[src/design/lpef_consts.vh]
// constants for the link/phy event flag block
// assumes a 250 MHz mclk and a plain strobe register port
`ifndef LPEF_CONSTS_VH
`define LPEF_CONSTS_VH

// register offsets (byte addresses)
`define LPEF_OFS_STATUS 8'h08
`define LPEF_OFS_ENABLE 8'h0c
`define LPEF_OFS_CTRL 8'h18

// status field positions
`define LPEF_BIT_CMD_RESET 18
`define LPEF_BIT_SUBACT_GAP 17
`define LPEF_BIT_ARB_GAP 16
`define LPEF_BIT_PHY_EVENT 15
`define LPEF_BIT_PHY_REG 14
`define LPEF_BIT_BUS_RESET 13
`define LPEF_BIT_RX_FILLED 11
`define LPEF_BIT_ISO_STUCK 10
`define LPEF_BIT_ASYNC_STUCK 9
`define LPEF_BIT_BUSY_ACK 8
`define LPEF_BIT_HDR_CRC 7
`define LPEF_BIT_TCODE 6
`define LPEF_BIT_CYC_OVERRUN 5

// implemented status bits 18..5 except 12
`define LPEF_STATUS_MASK 32'h0007_efe0
`define LPEF_RESET_VAL 32'h0000_0000

// control register fields
`define LPEF_BIT_CM_EN 0
`define LPEF_BIT_NODE_ID_VALID 1
`define LPEF_BIT_TX_RESET 2

// cycle overrun limit
`define LPEF_CYCLE_LIMIT_NS 125000
`define LPEF_CLK_PERIOD_NS 4
// the ratio above, sized to fit the 16-bit cycle counter
`define LPEF_CYCLE_LIMIT_CYC 16'h7a12

`endif

[src/design/lpef_event_flags.v]
// link/phy event flag register with interrupt enable mirror
// assumes event inputs are one-cycle pulses or levels from mclk logic,
// except phy_irq which arrives from a pin and is synchronised here
//
// Operation
// RL1 - set bit 18 on a received write to the command reset register
// RL2 - set bit 17 when bus idle for a subaction gap
// RL3 - set bit 16 when bus idle for an arbitration reset gap
// RL4 - set bit 15 when the phy signals an interrupt
// RL5 - phy interrupts on loop, low power, arbitration timeout, unplug
// RL6 - phy takes 166 to 500 us to report, flag is not instant
// RL7 - set bit 14 when a phy register value arrives
// RL8 - set bit 13 when a bus reset begins
// RL9 - bus reset start clears node identifier valid
// RL10 - set bit 11 when receiver commits data to the receive queue
// RL11 - set bit 10 on bad data while iso transmit queue selected
// RL12 - set bit 9 on async format loss; only transmitter reset clears; here the bit also needs a written one after the reset
// RL13 - set bit 8 when a busy ack is sent on receive overflow
// RL14 - set bit 7 on header crc error
// RL15 - set bit 6 on invalid transaction code at transmit queue
// RL16 - set bit 5 when cycle start to fair gap exceeds 125 us
// RL17 - cycle overrun disables cycle master enable
// RL18 - writing one to a set bit clears it; other writes ignored
// RL19 - enable register gates each bit onto the interrupt
// RL20 - software clears then sets cycle master enable to restart
// RL21 - interrupt asserts when any enabled status bit is set
//
// Added by the designer: the address-and-strobe port and the address map.
`timescale 1ns/1ps
`include "lpef_consts.vh"

module lpef_event_flags (
	input wire mclk,
	input wire rst_n,
	input wire [7:0] reg_addr,
	input wire [31:0] reg_wdata,
	input wire reg_wr,
	input wire reg_rd,
	output reg [31:0] reg_rdata,
	input wire cmd_reset_rx,
	input wire bus_idle_subact_gap,
	input wire bus_idle_arb_gap,
	input wire phy_irq,
	input wire phy_reg_rx,
	input wire bus_reset_begin,
	input wire rx_queue_commit,
	input wire tx_bad_data,
	input wire iso_tx_queue,
	input wire async_tx_format_loss,
	input wire rx_busy_ack,
	input wire rx_hdr_crc_err,
	input wire tx_bad_tcode,
	input wire cycle_start_seen,
	input wire fair_gap_seen,
	output wire irq,
	output wire cycle_master_enable,
	output wire node_id_valid,
	output wire tx_reset
);

	//****************************************************
	// registers
	//****************************************************
	// one flip-flop per event flag, named after the field it holds
	reg command_reset_flag_ff;
	reg nxt_command_reset_flag;
	reg subaction_gap_flag_ff;
	reg nxt_subaction_gap_flag;
	reg arb_reset_gap_flag_ff;
	reg nxt_arb_reset_gap_flag;
	reg phy_event_flag_ff;
	reg nxt_phy_event_flag;
	reg phy_reg_arrived_flag_ff;
	reg nxt_phy_reg_arrived_flag;
	reg bus_reset_start_flag_ff;
	reg nxt_bus_reset_start_flag;
	reg rx_queue_filled_flag_ff;
	reg nxt_rx_queue_filled_flag;
	reg iso_tx_stuck_flag_ff;
	reg nxt_iso_tx_stuck_flag;
	reg async_tx_stuck_flag_ff;
	reg nxt_async_tx_stuck_flag;
	reg busy_ack_sent_flag_ff;
	reg nxt_busy_ack_sent_flag;
	reg header_crc_err_flag_ff;
	reg nxt_header_crc_err_flag;
	reg tcode_err_flag_ff;
	reg nxt_tcode_err_flag;
	reg cycle_overrun_flag_ff;
	reg nxt_cycle_overrun_flag;
	wire [31:0] status_word;
	reg [31:0] enable_ff;
	reg cm_en_ff;
	reg nxt_cm_en;
	reg id_valid_ff;
	reg nxt_id_valid;
	reg tx_rst_ff;
	reg async_stuck_ff;
	reg nxt_async_stuck;
	reg phy_sync1_ff;
	reg phy_sync2_ff;
	reg phy_prev_ff;
	reg in_cycle_ff;
	reg nxt_in_cycle;
	reg [15:0] cyc_cnt_ff;
	reg [15:0] nxt_cyc_cnt;
	reg overrun_pulse;
	reg [31:0] ev;
	reg [31:0] ack;

	localparam [15:0] CYC_LIMIT = `LPEF_CYCLE_LIMIT_CYC;

	function wr_hit;
		input [7:0] a;
		input [7:0] ofs;
		input we;
		begin
			wr_hit = we && (a == ofs);
		end
	endfunction

	// a new event beats a same-cycle acknowledge [RL18]
	function flag_next;
		input cur;
		input set;
		input ack_bit;
		begin
			flag_next = set | (cur & ~ack_bit);
		end
	endfunction

	//****************************************************
	// register port decode
	//****************************************************
	wire wr_status;
	wire wr_enable;
	wire wr_ctrl;

	assign wr_status = wr_hit(reg_addr, `LPEF_OFS_STATUS, reg_wr);
	assign wr_enable = wr_hit(reg_addr, `LPEF_OFS_ENABLE, reg_wr);
	assign wr_ctrl = wr_hit(reg_addr, `LPEF_OFS_CTRL, reg_wr);

	assign cycle_master_enable = cm_en_ff;
	assign node_id_valid = id_valid_ff;
	assign tx_reset = tx_rst_ff;
	assign irq = |(status_word & enable_ff); // [RL19] [RL21]

	//****************************************************
	// status word as software sees it
	//****************************************************
	// bit 12 and bits outside 18..5 are not implemented and read zero
	assign status_word = {
		13'h0000,
		command_reset_flag_ff,
		subaction_gap_flag_ff,
		arb_reset_gap_flag_ff,
		phy_event_flag_ff,
		phy_reg_arrived_flag_ff,
		bus_reset_start_flag_ff,
		1'b0,
		rx_queue_filled_flag_ff,
		iso_tx_stuck_flag_ff,
		async_tx_stuck_flag_ff,
		busy_ack_sent_flag_ff,
		header_crc_err_flag_ff,
		tcode_err_flag_ff,
		cycle_overrun_flag_ff,
		5'h00
	};

	//****************************************************
	// phy interrupt pin synchroniser
	//****************************************************
	// the phy may take 166-500 us to raise this, no timing assumed [RL6]
	always @(posedge mclk or negedge rst_n) begin
		if (!rst_n) begin
			phy_sync1_ff <= 1'b0;
			phy_sync2_ff <= 1'b0;
			phy_prev_ff <= 1'b0;
		end else begin
			phy_sync1_ff <= phy_irq;
			phy_sync2_ff <= phy_sync1_ff;
			phy_prev_ff <= phy_sync2_ff;
		end
	end

	//****************************************************
	// cycle overrun timer
	//****************************************************
	// counts from cycle start until the next fair gap
	always @* begin
		nxt_in_cycle = in_cycle_ff;
		nxt_cyc_cnt = cyc_cnt_ff;
		overrun_pulse = 1'b0;
		if (cycle_start_seen) begin
			nxt_in_cycle = 1'b1;
			nxt_cyc_cnt = 16'h0000;
		end else if (in_cycle_ff) begin
			if (fair_gap_seen) begin
				nxt_in_cycle = 1'b0;
			end else if (cyc_cnt_ff >= CYC_LIMIT) begin
				overrun_pulse = 1'b1; // [RL16]
				nxt_in_cycle = 1'b0;
			end else begin
				nxt_cyc_cnt = cyc_cnt_ff + 16'h0001;
			end
		end
	end

	always @(posedge mclk or negedge rst_n) begin
		if (!rst_n) begin
			in_cycle_ff <= 1'b0;
			cyc_cnt_ff <= 16'h0000;
		end else begin
			in_cycle_ff <= nxt_in_cycle;
			cyc_cnt_ff <= nxt_cyc_cnt;
		end
	end

	//****************************************************
	// event collection and status update
	//****************************************************
	always @* begin
		ev = 32'h0000_0000;
		ev[`LPEF_BIT_CMD_RESET] = cmd_reset_rx; // [RL1]
		ev[`LPEF_BIT_SUBACT_GAP] = bus_idle_subact_gap; // [RL2]
		ev[`LPEF_BIT_ARB_GAP] = bus_idle_arb_gap; // [RL3]
		// rising edge of the synchronised phy line [RL4] [RL5]
		ev[`LPEF_BIT_PHY_EVENT] = phy_sync2_ff & ~phy_prev_ff;
		ev[`LPEF_BIT_PHY_REG] = phy_reg_rx; // [RL7]
		ev[`LPEF_BIT_BUS_RESET] = bus_reset_begin; // [RL8]
		ev[`LPEF_BIT_RX_FILLED] = rx_queue_commit; // [RL10]
		ev[`LPEF_BIT_ISO_STUCK] = tx_bad_data & iso_tx_queue; // [RL11]
		// held while stuck so acks cannot remove it [RL12]
		ev[`LPEF_BIT_ASYNC_STUCK] = async_stuck_ff;
		ev[`LPEF_BIT_BUSY_ACK] = rx_busy_ack; // [RL13]
		ev[`LPEF_BIT_HDR_CRC] = rx_hdr_crc_err; // [RL14]
		ev[`LPEF_BIT_TCODE] = tx_bad_tcode; // [RL15]
		ev[`LPEF_BIT_CYC_OVERRUN] = overrun_pulse; // [RL16]
		ack = 32'h0000_0000;
		if (wr_status) begin
			ack = reg_wdata;
		end
		// per flag: event sets, a written one clears, set wins [RL18]
		nxt_command_reset_flag = flag_next(command_reset_flag_ff,
			ev[`LPEF_BIT_CMD_RESET], ack[`LPEF_BIT_CMD_RESET]);
		nxt_subaction_gap_flag = flag_next(subaction_gap_flag_ff,
			ev[`LPEF_BIT_SUBACT_GAP], ack[`LPEF_BIT_SUBACT_GAP]);
		nxt_arb_reset_gap_flag = flag_next(arb_reset_gap_flag_ff,
			ev[`LPEF_BIT_ARB_GAP], ack[`LPEF_BIT_ARB_GAP]);
		nxt_phy_event_flag = flag_next(phy_event_flag_ff,
			ev[`LPEF_BIT_PHY_EVENT], ack[`LPEF_BIT_PHY_EVENT]);
		nxt_phy_reg_arrived_flag = flag_next(phy_reg_arrived_flag_ff,
			ev[`LPEF_BIT_PHY_REG], ack[`LPEF_BIT_PHY_REG]);
		nxt_bus_reset_start_flag = flag_next(bus_reset_start_flag_ff,
			ev[`LPEF_BIT_BUS_RESET], ack[`LPEF_BIT_BUS_RESET]);
		nxt_rx_queue_filled_flag = flag_next(rx_queue_filled_flag_ff,
			ev[`LPEF_BIT_RX_FILLED], ack[`LPEF_BIT_RX_FILLED]);
		nxt_iso_tx_stuck_flag = flag_next(iso_tx_stuck_flag_ff,
			ev[`LPEF_BIT_ISO_STUCK], ack[`LPEF_BIT_ISO_STUCK]);
		nxt_async_tx_stuck_flag = flag_next(async_tx_stuck_flag_ff,
			ev[`LPEF_BIT_ASYNC_STUCK], ack[`LPEF_BIT_ASYNC_STUCK]);
		nxt_busy_ack_sent_flag = flag_next(busy_ack_sent_flag_ff,
			ev[`LPEF_BIT_BUSY_ACK], ack[`LPEF_BIT_BUSY_ACK]);
		nxt_header_crc_err_flag = flag_next(header_crc_err_flag_ff,
			ev[`LPEF_BIT_HDR_CRC], ack[`LPEF_BIT_HDR_CRC]);
		nxt_tcode_err_flag = flag_next(tcode_err_flag_ff,
			ev[`LPEF_BIT_TCODE], ack[`LPEF_BIT_TCODE]);
		nxt_cycle_overrun_flag = flag_next(cycle_overrun_flag_ff,
			ev[`LPEF_BIT_CYC_OVERRUN], ack[`LPEF_BIT_CYC_OVERRUN]);
	end

	// async stuck condition, cleared only by transmitter reset
	always @* begin
		nxt_async_stuck = async_stuck_ff;
		if (async_tx_format_loss) begin
			nxt_async_stuck = 1'b1; // [RL12]
		end else if (tx_rst_ff) begin
			nxt_async_stuck = 1'b0; // [RL12]
		end
	end

	// control bits: cycle master enable and node id valid
	always @* begin
		nxt_cm_en = cm_en_ff;
		nxt_id_valid = id_valid_ff;
		if (wr_ctrl) begin
			nxt_cm_en = reg_wdata[`LPEF_BIT_CM_EN]; // [RL20]
			nxt_id_valid = reg_wdata[`LPEF_BIT_NODE_ID_VALID];
		end
		// hardware events take priority over a software write
		if (overrun_pulse) begin
			nxt_cm_en = 1'b0; // [RL17]
		end
		if (bus_reset_begin) begin
			nxt_id_valid = 1'b0; // [RL9]
		end
	end

	always @(posedge mclk or negedge rst_n) begin
		if (!rst_n) begin
			command_reset_flag_ff <= 1'b0;
			subaction_gap_flag_ff <= 1'b0;
			arb_reset_gap_flag_ff <= 1'b0;
			phy_event_flag_ff <= 1'b0;
			phy_reg_arrived_flag_ff <= 1'b0;
			bus_reset_start_flag_ff <= 1'b0;
			rx_queue_filled_flag_ff <= 1'b0;
			iso_tx_stuck_flag_ff <= 1'b0;
			async_tx_stuck_flag_ff <= 1'b0;
			busy_ack_sent_flag_ff <= 1'b0;
			header_crc_err_flag_ff <= 1'b0;
			tcode_err_flag_ff <= 1'b0;
			cycle_overrun_flag_ff <= 1'b0;
			enable_ff <= `LPEF_RESET_VAL;
			cm_en_ff <= 1'b0;
			id_valid_ff <= 1'b0;
			tx_rst_ff <= 1'b0;
			async_stuck_ff <= 1'b0;
		end else begin
			command_reset_flag_ff <= nxt_command_reset_flag;
			subaction_gap_flag_ff <= nxt_subaction_gap_flag;
			arb_reset_gap_flag_ff <= nxt_arb_reset_gap_flag;
			phy_event_flag_ff <= nxt_phy_event_flag;
			phy_reg_arrived_flag_ff <= nxt_phy_reg_arrived_flag;
			bus_reset_start_flag_ff <= nxt_bus_reset_start_flag;
			rx_queue_filled_flag_ff <= nxt_rx_queue_filled_flag;
			iso_tx_stuck_flag_ff <= nxt_iso_tx_stuck_flag;
			async_tx_stuck_flag_ff <= nxt_async_tx_stuck_flag;
			busy_ack_sent_flag_ff <= nxt_busy_ack_sent_flag;
			header_crc_err_flag_ff <= nxt_header_crc_err_flag;
			tcode_err_flag_ff <= nxt_tcode_err_flag;
			cycle_overrun_flag_ff <= nxt_cycle_overrun_flag;
			async_stuck_ff <= nxt_async_stuck;
			cm_en_ff <= nxt_cm_en;
			id_valid_ff <= nxt_id_valid;
			// transmitter reset is a self-clearing one-cycle pulse
			tx_rst_ff <= wr_ctrl & reg_wdata[`LPEF_BIT_TX_RESET];
			if (wr_enable) begin
				enable_ff <= reg_wdata & `LPEF_STATUS_MASK; // [RL19]
			end
		end
	end

	//****************************************************
	// read port
	//****************************************************
	// unmapped addresses read as zero
	always @(posedge mclk or negedge rst_n) begin
		if (!rst_n) begin
			reg_rdata <= 32'h0000_0000;
		end else if (reg_rd) begin
			case (reg_addr)
				`LPEF_OFS_STATUS: reg_rdata <= status_word;
				`LPEF_OFS_ENABLE: reg_rdata <= enable_ff;
				`LPEF_OFS_CTRL: reg_rdata <= {29'h0000_0000, 1'b0,
					id_valid_ff, cm_en_ff};
				default: reg_rdata <= 32'h0000_0000;
			endcase
		end else begin
			reg_rdata <= 32'h0000_0000;
		end
	end

endmodule // lpef_event_flags

[config.mk]
export PLATFORM = sky130hd
export DESIGN_NAME = lpef_event_flags
export DESIGN_NICKNAME = d
export VERILOG_FILES = /design/src/design/lpef_event_flags.v
export VERILOG_INCLUDE_DIRS = /design/src /design/src/design
export SDC_FILE = /design/constraint.sdc
export NUM_CORES = 1
export LEC_CHECK = 0
export BUFFER_PORTS_ARGS = -buffer_cell sky130_fd_sc_hd__buf_2
export CELL_PAD_IN_SITES_DETAIL_PLACEMENT = 1
export CELL_PAD_IN_SITES_GLOBAL_PLACEMENT = 1
export CORE_ASPECT_RATIO = 1.2
export CORE_UTILIZATION = 39
export DETAILED_ROUTE_END_ITERATION = 10
export PLACE_DENSITY = 0.84
export SLEW_MARGIN = 20
export SYNTH_ARGS = -nofsm -noshare
export SYNTH_HDL_FRONTEND = slang
export SYNTH_SLANG_ARGS = --single-unit
[constraint.sdc]
create_clock -name mclk -period 2.3 [get_ports mclk]
set_clock_uncertainty 0.15 [all_clocks]
set_input_delay 0.115 -clock mclk [delete_from_list [all_inputs] [get_ports mclk]]
set_output_delay 0.115 -clock mclk [all_outputs]
set_load 0.05 [all_outputs]
==> summary.md, run 1 <==
| Metric | Value |
|---|---|
| Status | finished clean |
| First-pass GRT wire length | 12900 um |
| DRT antenna net count | 0 |
| Wire per inst | 17.3 um |
| Layout cells sized above 1 | 28.1% |
| Initial antenna violation count | 0 |
| Later-pin clock latency in the skew report | 350 ps |
| Fin cells | around 470 |
| Final Hold Fails | 0 |
| FMAX | roughly 450 MHz |
| CTS tree | yes |
| Nets | 440 |
| Compound-Gate Fraction of Synth Area | 13.1% |
| Worst setup path end | cyc_cnt_ff[12] |
| GP Congestion | around 0.82 |
| Synthesized area per cell | 11.2 um^2 |
| Syn. warnings | 0 |
| TritonRoute pass-1 iters | 4 |
| Simple-Gate Fraction of Synth Area | between 15 and 20% |
| Clock sinks | 65 |
| MaxCap Viol Count | 0 |
| Core ar. | 7360 um^2 |
| Worst R2R Path Depth | 7 |
| Initial core utilization | between 40% and 50% |
| Sw frac | 29.3% |
| NetSw | between 600 and 700 uW |
| Leak | about 0.0018 uW |
| Sequential area share after synthesis | 54.3% |
| Critical Path AT | 2360 ps |
| Cell Int Power | 1670 uW |
| CTS Buf Count | 9 |
| Global Route Usage Sum | 21.7% |
| Startpoint Class | register |
| Slew HR | 60.3% |
| Vias in the first global route | 2665 |
| Via Count | 2498 |
| Clock root cell | clkbuf_8 |
| Site row count | 34 |
| Worst VDD drop | 0.430 mV |
| Post-synth EDFFs | 0 |
| Xor and xnor area share after synthesis | 2.92% |
| Clock group share of total power | 38.0% |
| Drt via density | 5.27 |
| Yosys cell types | 43 |
| Tmin final | 2240 ps |
| Congestion Overflow GR | 0 |
| Placed Cells | ~410 |
| Mapped Area | around 3000 um^2 |
| Crit path from | cyc_cnt_ff[0] |
| Die ar. | 8040 um^2 |
| Detailed Place HPWL | 4840 um |
| Critical Path Fanout Max | 7 |
| DRT iter0 DRCs | between 100 and 150 |
| Max reg flops | 16 |
| FF-to-FF setup slack | 60 ps |
| RR Endpoint | cyc_cnt_ff[12] |
| Die W | 82 um |
| Worst Tran Pin Value | 593 ps |
| Hold/Removal Path Class | in2reg |
| Ys async rst share | 100% |
| H-tree depth | 3 |
| Most common cell after layout, fill and taps aside | dfrtp_1 |
| Post-synthesis adder-cell area fraction | 0.835% |
| WHS | slightly below 100 ps |
| P&R area growth vs syn | 33.4% |
| Crit path kind | reg2reg |
| Port buffer count | 61 |
| Number of setup violations in the final report | 0 |
| Worst Path Required | around 2400 ps |
| I/O pin total | 95 |
| Top flop regs | cyc_cnt_ff (16), reg_rdata (15), enable_ff (13) |
| Number of inserted diodes | 0 |
| DR DRC count | 0 |
| Primary FF master, synth | dfrtp_1 |
| Largest net degree at the start of global routing | 66 |
| CTS clk-pin slew, worst paths | 80 ps |
| Synth Register Bits | between 60 and 70 |
| Die Y | 98 um |
| Sequential power share | 50.0% |
| Syn Inst Count | 267 |
| Logic gate share of total power | 12.0% |
| WL final | 8210 um |
| Final Max Tran Viols | 0 |
| Final period util | a little over nine tenths |
| Main combinational cell family by area after synthesis | simple AND/OR/NAND/NOR gates |
| Mux contribution to synthesized area | 6.81% |
| Worst hold start | reg_addr[2] |
| Worst flop-to-flop path startpoint | cyc_cnt_ff[0] |
| Commonest non-fill, non-tap cells in the layout | 65 x dfrtp_1, 61 x buf_2, 43 x dlygate4sd3_1 |
| Power per Cell Area | 590 nW/um^2 |
| CTS max path bufs | 2 |
| Critical Path Sink Type | register |
| Register with the most flip-flops | cyc_cnt_ff |
==> metal layers <==
layer	wire length (um)	global-route usage, %
met3	256	3.83
met1	3240	23.8
met5	0	0
met2	4380	38.1
met4	330	12.4
==> repair_timing <==
item                                   in CTS  in global routing
endpoints found under the hold margin     109                  0
resized for setup                           0                  5
hold buffers                               43                  0
buffers inserted                            0                  2
setup endpoints to repair                   0                  9
==> through the flow <==
step                instance area [um^2]  util, %  power [uW]  setup slack, ps  setup TNS (ps)
detailed placement                  3360     45.7        1430             79.8               0
finish                              4000     54.3        2360             63.0               0
global route                        4000     54.3        2450            -16.2           -30.9
global placement                    3360     45.7        1430              126               0
floorplan                           3060        -        1360              248               0
CTS                                 3970     53.9        2370             37.3               0
==> worst max-delay path, stage by stage, from the launching register on <==
cell     delay [ps]
dfrtp_1         400
inv_1            70
ha_1            190
o41ai_1         270
nand3_1         210
and2_4          210
or4_1           510
a21oi_1         150
==> cells by family after synthesis <==
logic type	after synthesis
AO/OA/AOI/OAI	54
XOR/XNOR	10
adder cells (fa/ha/maj)	2
buffers and inverters	33
flip-flops	65
multiplexers	15
other	1
AND/OR/NAND/NOR	87
==> worst min-delay path by stage <==
stage	end	slack, ps	cells after the start
global route	reg_rdata[0]	110	3
CTS	cycle_master_enable	90	4
finish	reg_rdata[0]	100	3
detailed placement	rx_queue_filled_flag_ff	7	2
floorplan	arb_reset_gap_flag_ff	-330	0
global placement	rx_queue_filled_flag_ff	5	2
==> cell usage after synthesis, types with 5 or more instances <==
library cell | number | area share [%]
a21o_1 | 12 | 3.0
a21oi_1 | 10 | 1.7
a22oi_1 | 15 | 3.8
buf_4 | 17 | 4.3
clkbuf_1 | 6 | 0.75
dfrtp_1 | 65 | 54
mux2_4 | 10 | 5.0
nand2_1 | 22 | 2.8
nand3_1 | 5 | 0.84
nand4_1 | 7 | 1.5
nor2_1 | 31 | 3.9
xnor2_1 | 10 | 2.9
==> area by class of cell <==
| cell class | count | area [um^2] |
|---|---|---|
| multi-input cells | 185 | 1240 |
| repair buffers | 114 | 827 |
| clock buffers | 9 | 124 |
| well taps | 90 | 113 |
| flip-flops and latches | 65 | 1630 |
| inverters | 4 | 15.0 |
| fillers | 815 | 3360 |
| clock inverters | 7 | 53.8 |
==> power by group through the flow <==
stage	combinational (uW)	clock, uW	sequential, uW
floorplan	161	0	1200
global placement	226	0	1200
detailed placement	231	0	1200
CTS	275	919	1180
global route	305	964	1180
finish	282	897	1180
Note: power is estimated with default switching activity, not from simulation.
==> run 2, diff against run 1 <==
--- a/config.mk
+++ b/config.mk
@@ -6,13 +6,13 @@
 export SDC_FILE = /design/constraint.sdc
 export NUM_CORES = 1
 export LEC_CHECK = 0
-export BUFFER_PORTS_ARGS = -buffer_cell sky130_fd_sc_hd__buf_2
 export CELL_PAD_IN_SITES_DETAIL_PLACEMENT = 1
 export CELL_PAD_IN_SITES_GLOBAL_PLACEMENT = 1
-export CORE_ASPECT_RATIO = 1.2
-export CORE_UTILIZATION = 39
+export CORE_ASPECT_RATIO = 1.1
+export CORE_UTILIZATION = 44
 export DETAILED_ROUTE_END_ITERATION = 10
-export PLACE_DENSITY = 0.84
+export DONT_BUFFER_PORTS = 1
+export PLACE_DENSITY = 0.77
 export SLEW_MARGIN = 20
 export SYNTH_ARGS = -nofsm -noshare
 export SYNTH_HDL_FRONTEND = slang
==> summary.md, run 2 (same netlist as run 1, synthesis figures left out) <==
| Metric | Value |
|---|---|
| Status | finished clean |
| Power per Cell Area | 655 nW/um^2 |
| Met2 Use GR | between 40% and 50% |
| Worst flop-to-flop path startpoint | cyc_cnt_ff[1] |
| Global Route Usage Sum | approximately a quarter |
| RSZ-0062 raised after global routing | no |
| Site row count | 31 |
| Later-pin clock latency in the skew report | about 340 ps |
| Global-route layer with the greatest usage | met2 |
| Hold/Removal Path Class | in2reg |
| Final WS setup | 105 ps |
| Worst Tran Pin Value | between 800 and 900 ps |
| Nets | 387 |
| Critical Path Fanout Max | 7 |
| Most common cell after layout, fill and taps aside | dfrtp_1 |
| Dpl ws | -6.74 ps |
| Worst Hold End | cyc_cnt_ff[4] |
| Final period util | 95.4% |
| Drt via density | 5.62 |
| Worst VDD drop | 0.398 mV |
| GP Congestion | 0.783 |
| CTS tree | yes |
| Core ar. | 6590 um^2 |
| Hold path depth | 5 |
| TritonRoute pass-1 iters | 4 |
| Crit path kind | reg2reg |
| Number of setup violations in the final report | 0 |
| Clock sinks | 65 |
| Worst Path Required | ~2400 ps |
| Port buffer count | 0 |
| CTS clk-pin slew, worst paths | approximately 70 ps |
| CTS max path bufs | 2 |
| RR Endpoint | cyc_cnt_ff[10] |
| DRT antenna net count | 0 |
| Via Count | between 2000 and 2500 |
| FMAX | 456 MHz |
| Clock root cell | clkbuf_8 |
| Slew HR | 46.2% |
| WL final | 8910 um |
| CTS Buf Count | 9 |
| MaxCap Viol Count | 0 |
| Congestion Overflow GR | 0 |
| Number of inserted diodes | 0 |
| Worst hold start | fair_gap_seen |
| Worst R2R Path Depth | 6 |
| Final Hold Fails | 0 |
| Met3 usage | approximately 5.5% |
| P&R area growth vs syn | 28.4% |
| DR DRC count | 0 |
| Final core utilization | 58.3% |
| Tmin final | 2190 ps |
| Register with the most flip-flops | cyc_cnt_ff |
| M1 GR Usage | 28.6% |
| Initial antenna violation count | 0 |
| Largest net degree at the start of global routing | 66 |
| Wire per inst | 21.6 um |
| First-pass GRT wire length | 13200 um |
| Die W | 80.7 um |
| Die ar. | roughly 7000 um^2 |
| Max reg flops | 16 |
| FF-to-FF setup slack | 110 ps |
| Critical Path Sink Type | register |
| Critical Path AT | between 2000 and 2500 ps |
| I/O pin total | 95 |
| Top flop regs | cyc_cnt_ff (16), reg_rdata (15), enable_ff (13) |
| Leak | ~0.0017 uW |
| Vias in the first global route | roughly 2500 |
| Initial core utilization | between 40% and 50% |
| Commonest non-fill, non-tap cells in the layout | 65 x dfrtp_1, 47 x dlygate4sd3_1, 31 x nor2_1 |
| Die Y | 88.5 um |
| Detailed Place HPWL | 4540 um |
| Layout cells sized above 1 | 17.8% |
| Startpoint Class | register |
| DRT iter0 DRCs | 101 |
| Power, Total | 2520 uW |
| Final Max Tran Viols | 0 |
| H-tree depth | 3 |
==> run 2: cell types whose count changed in the layout (fill, tap and decap cells not counted), sizes merged <==
cell and change:
buf -57, bufinv +2, clkbuf +1, clkinv +1, clkinvlp -1, dlygate4sd3 +4, inv -3
==> run 2: worst max-delay path, cell delays in order (launching register included) <==
cell	delay [ps]
dfrtp_1	430
ha_2	210
o41ai_4	330
nand3_2	150
and2_4	200
or4_4	520
a21oi_2	130
==> run 2: per-layer routing <==
layer / up-vias / share of wire (%)
li1: 1034 / -
met1: 1187 / 38
met2: 76 / 55
met3: 23 / 4.1
met4: 0 / 3.3
met5: - / 0
==> run 2: how the worst max path moves through the flow <==
stage | start | end | slack [ps]
floorplan | cyc_cnt_ff[0] | cyc_cnt_ff[9] | 250
global placement | cyc_cnt_ff[0] | cyc_cnt_ff[9] | 120
detailed placement | cyc_cnt_ff[0] | cyc_cnt_ff[10] | -7
CTS | cyc_cnt_ff[0] | cyc_cnt_ff[12] | 50
global route | cyc_cnt_ff[0] | cyc_cnt_ff[13] | 20
finish | cyc_cnt_ff[1] | cyc_cnt_ff[10] | 110
==> run 2: metrics by stage <==
stage | area [um^2] | TNS [ps] | hold WS (ps) | instances
floorplan | 3060 | 0 | -331 | 283
CTS | 3770 | 0 | 46.7 | 409
detailed placement | 3040 | -6.74 | -329 | 345
global route | 3850 | 0 | 64.2 | 413
finish | 3850 | 0 | 54.6 | 413
global placement | 3040 | 0 | -329 | 345
==> run 2: cell type report <==
class	instances	area (um^2)
repair buffers	61	596
clock inverters	6	92.6
well taps	82	103
fillers	690	2750
inverters	4	15.0
flip-flops and latches	65	1630
clock buffers	10	128
multi-input cells	185	1290
==> run 2: what timing repair did <==
item / CTS / global route
gates resized for setup: 2 / 12
setup buffers: 0 / 4
setup endpoints to repair: 2 / 8
endpoints found under the hold margin: 123 / 0
hold buffers: 48 / 0
pin swaps: 1 / 5
==> run 2: report_power, final <==
| group | total, uW | internal (uW) | switching [uW] | leakage, uW |
|---|---|---|---|---|
| Combinational | 247 | 87.8 | 160 | 0.000722 |
| Sequential | 1180 | 1160 | 21.3 | 0.000826 |
| Clock | 1090 | 614 | 476 | 0.000103 |
| Total | 2520 | 1860 | 656 | 0.00165 |
==> run 3, diff against run 2 <==
--- a/config.mk
+++ b/config.mk
@@ -6,13 +6,14 @@
 export SDC_FILE = /design/constraint.sdc
 export NUM_CORES = 1
 export LEC_CHECK = 0
+export ABC_AREA = 1
 export CELL_PAD_IN_SITES_DETAIL_PLACEMENT = 1
 export CELL_PAD_IN_SITES_GLOBAL_PLACEMENT = 1
-export CORE_ASPECT_RATIO = 1.1
+export CORE_ASPECT_RATIO = 1.75
 export CORE_UTILIZATION = 44
 export DETAILED_ROUTE_END_ITERATION = 10
 export DONT_BUFFER_PORTS = 1
-export PLACE_DENSITY = 0.77
+export PLACE_DENSITY = 0.81
 export SLEW_MARGIN = 20
 export SYNTH_ARGS = -nofsm -noshare
 export SYNTH_HDL_FRONTEND = slang
==> constraint.sdc (replaced) <==
create_clock -name mclk -period 2.5 [get_ports mclk]
set_clock_uncertainty 0.15 [all_clocks]
set_input_delay 0.125 -clock mclk [delete_from_list [all_inputs] [get_ports mclk]]
set_output_delay 0.125 -clock mclk [all_outputs]
set_load 0.05 [all_outputs]
==> summary.md, run 3 <==
| Metric | Value |
|---|---|
| Most common cell after layout, fill and taps aside | nand2_1 |
| Logic gate share of total power | 10.3% |
| Tmin final | 2410 ps |
| Top cell type's share of synthesized area | 49.4% |
| RSZ-0062 raised after global routing | no |
| Core ar. | 7230 um^2 |
| Initial core utilization | 45.5% |
| Detailed Place HPWL | 5780 um |
| Filler cell count | 883 |
| FMAX | between 400 and 500 MHz |
| Status | finished clean |
| CTS clk-pin slew, worst paths | about 60 ps |
| Post-cts gate resize count | 0 |
| Synthesized area per cell | 7.83 um^2 |
| Max reg flops | 16 |
| Die W | just under 70 um |
| Commonest non-fill, non-tap cells in the layout | 133 x nand2_1, 65 x dfrtp_1, 46 x inv_1, 46 x dlygate4sd3_1, 41 x nor2_1 |
| P&R area growth vs syn | 22.2% |
| Met2 Use GR | 55.3% |
| Number of inserted diodes | 0 |
| TritonRoute pass-1 iters | 4 |
| Drt via density | 5.40 |
| Placed Area | around 3200 um^2 |
| First-pass GRT wire length | 16600 um |
| Clock root cell | clkbuf_16 |
| Slew HR | 53.7% |
| Final Max Tran Viols | 0 |
| Startpoint Class | primary input |
| Yosys cell types | 27 |
| Mapped Area | 3290 um^2 |
| Die Y | roughly 120 um |
| Critical Path Fanout Max | 14 |
| Later-pin clock latency in the skew report | roughly 330 ps |
| Worst Path Required | 2540 ps |
| Synth Register Bits | between 60 and 70 |
| Register with the most flip-flops | cyc_cnt_ff |
| # Post-CTS Setup Buffers | 0 |
| H-tree depth | 3 |
| Global Route Usage Sum | 29.7% |
| Critical Path Sink Type | register |
| Setup TNS | 0 ps |
| Crit path from | reg_addr[2] |
| Via Count | between 3000 and 4000 |
| CTS max path bufs | 2 |
| Synth area leaders | dfrtp_1 49%, nand2_1 15%, inv_1 5.2%, nor2_1 4.7%, nand3_1 4.3% |
| Congestion Overflow GR | 0 |
| Cell Int Power | 1870 uW |
| M1 GR Usage | 29.5% |
| Syn. warnings | 0 |
| Clock sinks | 65 |
| Syn Inst Count | 420 |
| CTS Buf Count | 9 |
| DRT antenna net count | 0 |
| Top flop regs | cyc_cnt_ff (16), reg_rdata (15), enable_ff (13) |
| I/O pin total | 95 |
| Sequential area share after synthesis | 49.4% |
| Worst Tran Pin Value | 692 ps |
| Cell with the most instances after synthesis | nand2_1 |
| CTS Hold Bufs | 47 |
| Largest net degree at the start of global routing | 66 |
| Hold/Removal Path Class | in2reg |
| Final period util | a little over nine tenths |
| WHS | 73.5 ps |
| NetSw | between 600 and 700 uW |
| CTS tree | yes |
| MaxCap Viol Count | 0 |
| Power per Cell Area | 638 nW/um^2 |
| WL final | between 10000 and 15000 um |
| Yosys top cell by area | dfrtp_1 |
| DR DRC count | 0 |
| Vias in the first global route | ~3300 |
| Worst flop-to-flop path startpoint | cyc_cnt_ff[0] |
| Site row count | 41 |
| List of most frequent post-synthesis cells | 133 x nand2_1, 65 x dfrtp_1, 46 x inv_1 |
| Primary FF master, synth | dfrtp_1 |
| Finished Cell Area | between 4000 and 5000 um^2 |
| Number of setup violations in the final report | 0 |
| GP Congestion | about 0.86 |
| Crit path kind | in2reg |
| Critical Path AT | 2460 ps |
| Ys async rst share | 100% |
| Global-route layer with the greatest usage | met2 |
| Sw frac | between 20 and 30% |
| Wire per inst | 19.4 um |
| Layout cells sized above 1 | 6.37% |
| Leak | 0.00190 uW |
| Nets | 527 |
| Clock group share of total power | 46.7% |
| Worst hold start | reg_addr[4] |
| Post-synth EDFFs | 0 |
| Worst VDD drop | 0.315 mV |
| Port buffer count | 0 |
| Sequential power share | 43.1% |
| Initial antenna violation count | 0 |
| Die ar. | 7840 um^2 |
| Power, Total | 2560 uW |
| Met3 usage | 4.49% |
| DRT iter0 DRCs | approximately 160 |
| Final Hold Fails | 0 |
[run 3: cell count changes in the layout (fill, tap and decap cells not counted), moves of 9 or more]
cell and change:
nand3_1 +24, clkbuf_16 +9, buf_4 -13, o21ai_0 +12, a21oi_1 +9, a22oi_1 -15
mux2_4 -10, o21ai_1 +17, inv_1 +42, a21o_1 -12, nand2_1 +111, nor2_1 +10
[run 3: cell type report]
cell class	count	area (um^2)	share of cell area [%]
clock buffer	12	256	6.38
clock inverter	4	27.5	0.685
inverter	50	188	4.67
multi-input combinational	293	1330	33.0
sequential	65	1630	40.5
tap	86	108	2.68
timing repair buffer	47	488	12.1
[run 3: worst max-delay path, stage by stage]
cell           delay, ps
dlygate4sd3_1        620
nor2_4               390
nand2_2              310
o21ai_0              290
nand2_1              100
dlygate4sd3_1        620
[run 3: path summary, 6_finish.rpt]
kind / slack [ps] / cells past startpoint / to
max: 90 / 6 / command_reset_flag_ff
min: 70 / 5 / reg_rdata[13]
max reg2reg: 440 / 11 / cyc_cnt_ff[12]
min reg2reg: 200 / 0 / phy_sync2_ff
max in group asynchronous: 1730 / 2 / phy_prev_ff
min in group asynchronous: 180 / 2 / reg_rdata[6]
[run 3: power by group through the flow]
stage	sequential (uW)	combinational, uW	clock, uW
after CTS	1100	255	1210
after floorplan	1110	181	0
after global placement	1120	173	0
after global routing	1110	285	1250
final	1100	263	1200
after detailed placement	1120	177	0
[run 3: metal layers]
| layer | vias to the layer above | share of wire [%] | wire (um) |
|---|---|---|---|
| met2 | 93 | 57 | 6120 |
| li1 | 1366 | - | - |
| met3 | 43 | 3.1 | 336 |
| met4 | 0 | 5.2 | 562 |
| met1 | 1504 | 35 | 3770 |
| met5 | - | 0 | 0 |
[run 3: stage by stage]
step           utilization (%)  std cells  setup slack, ps
2_1_floorplan                -        436              894
3_3_place_gp              44.9        494              547
3_5_place_dp              44.9        494              468
4_1_cts                   55.6        557              199
5_1_grt                   55.6        557             17.9
6_report                  55.6        557             88.7
[run 3: kinds of logic (layout without fill, tap and decap cells)]
group / after synthesis / in the layout / share of synthesized area (%)
flops: 65 / 65 / 49.4
xor+xnor: 7 / 7 / 1.86
buf+inv: 78 / 113 / 12.1
fa+ha+maj: 2 / 2 / 0.761
simple gates: 220 / 220 / 28.3
compound gates: 47 / 47 / 7.46
other cells: 1 / 17 / 0.114
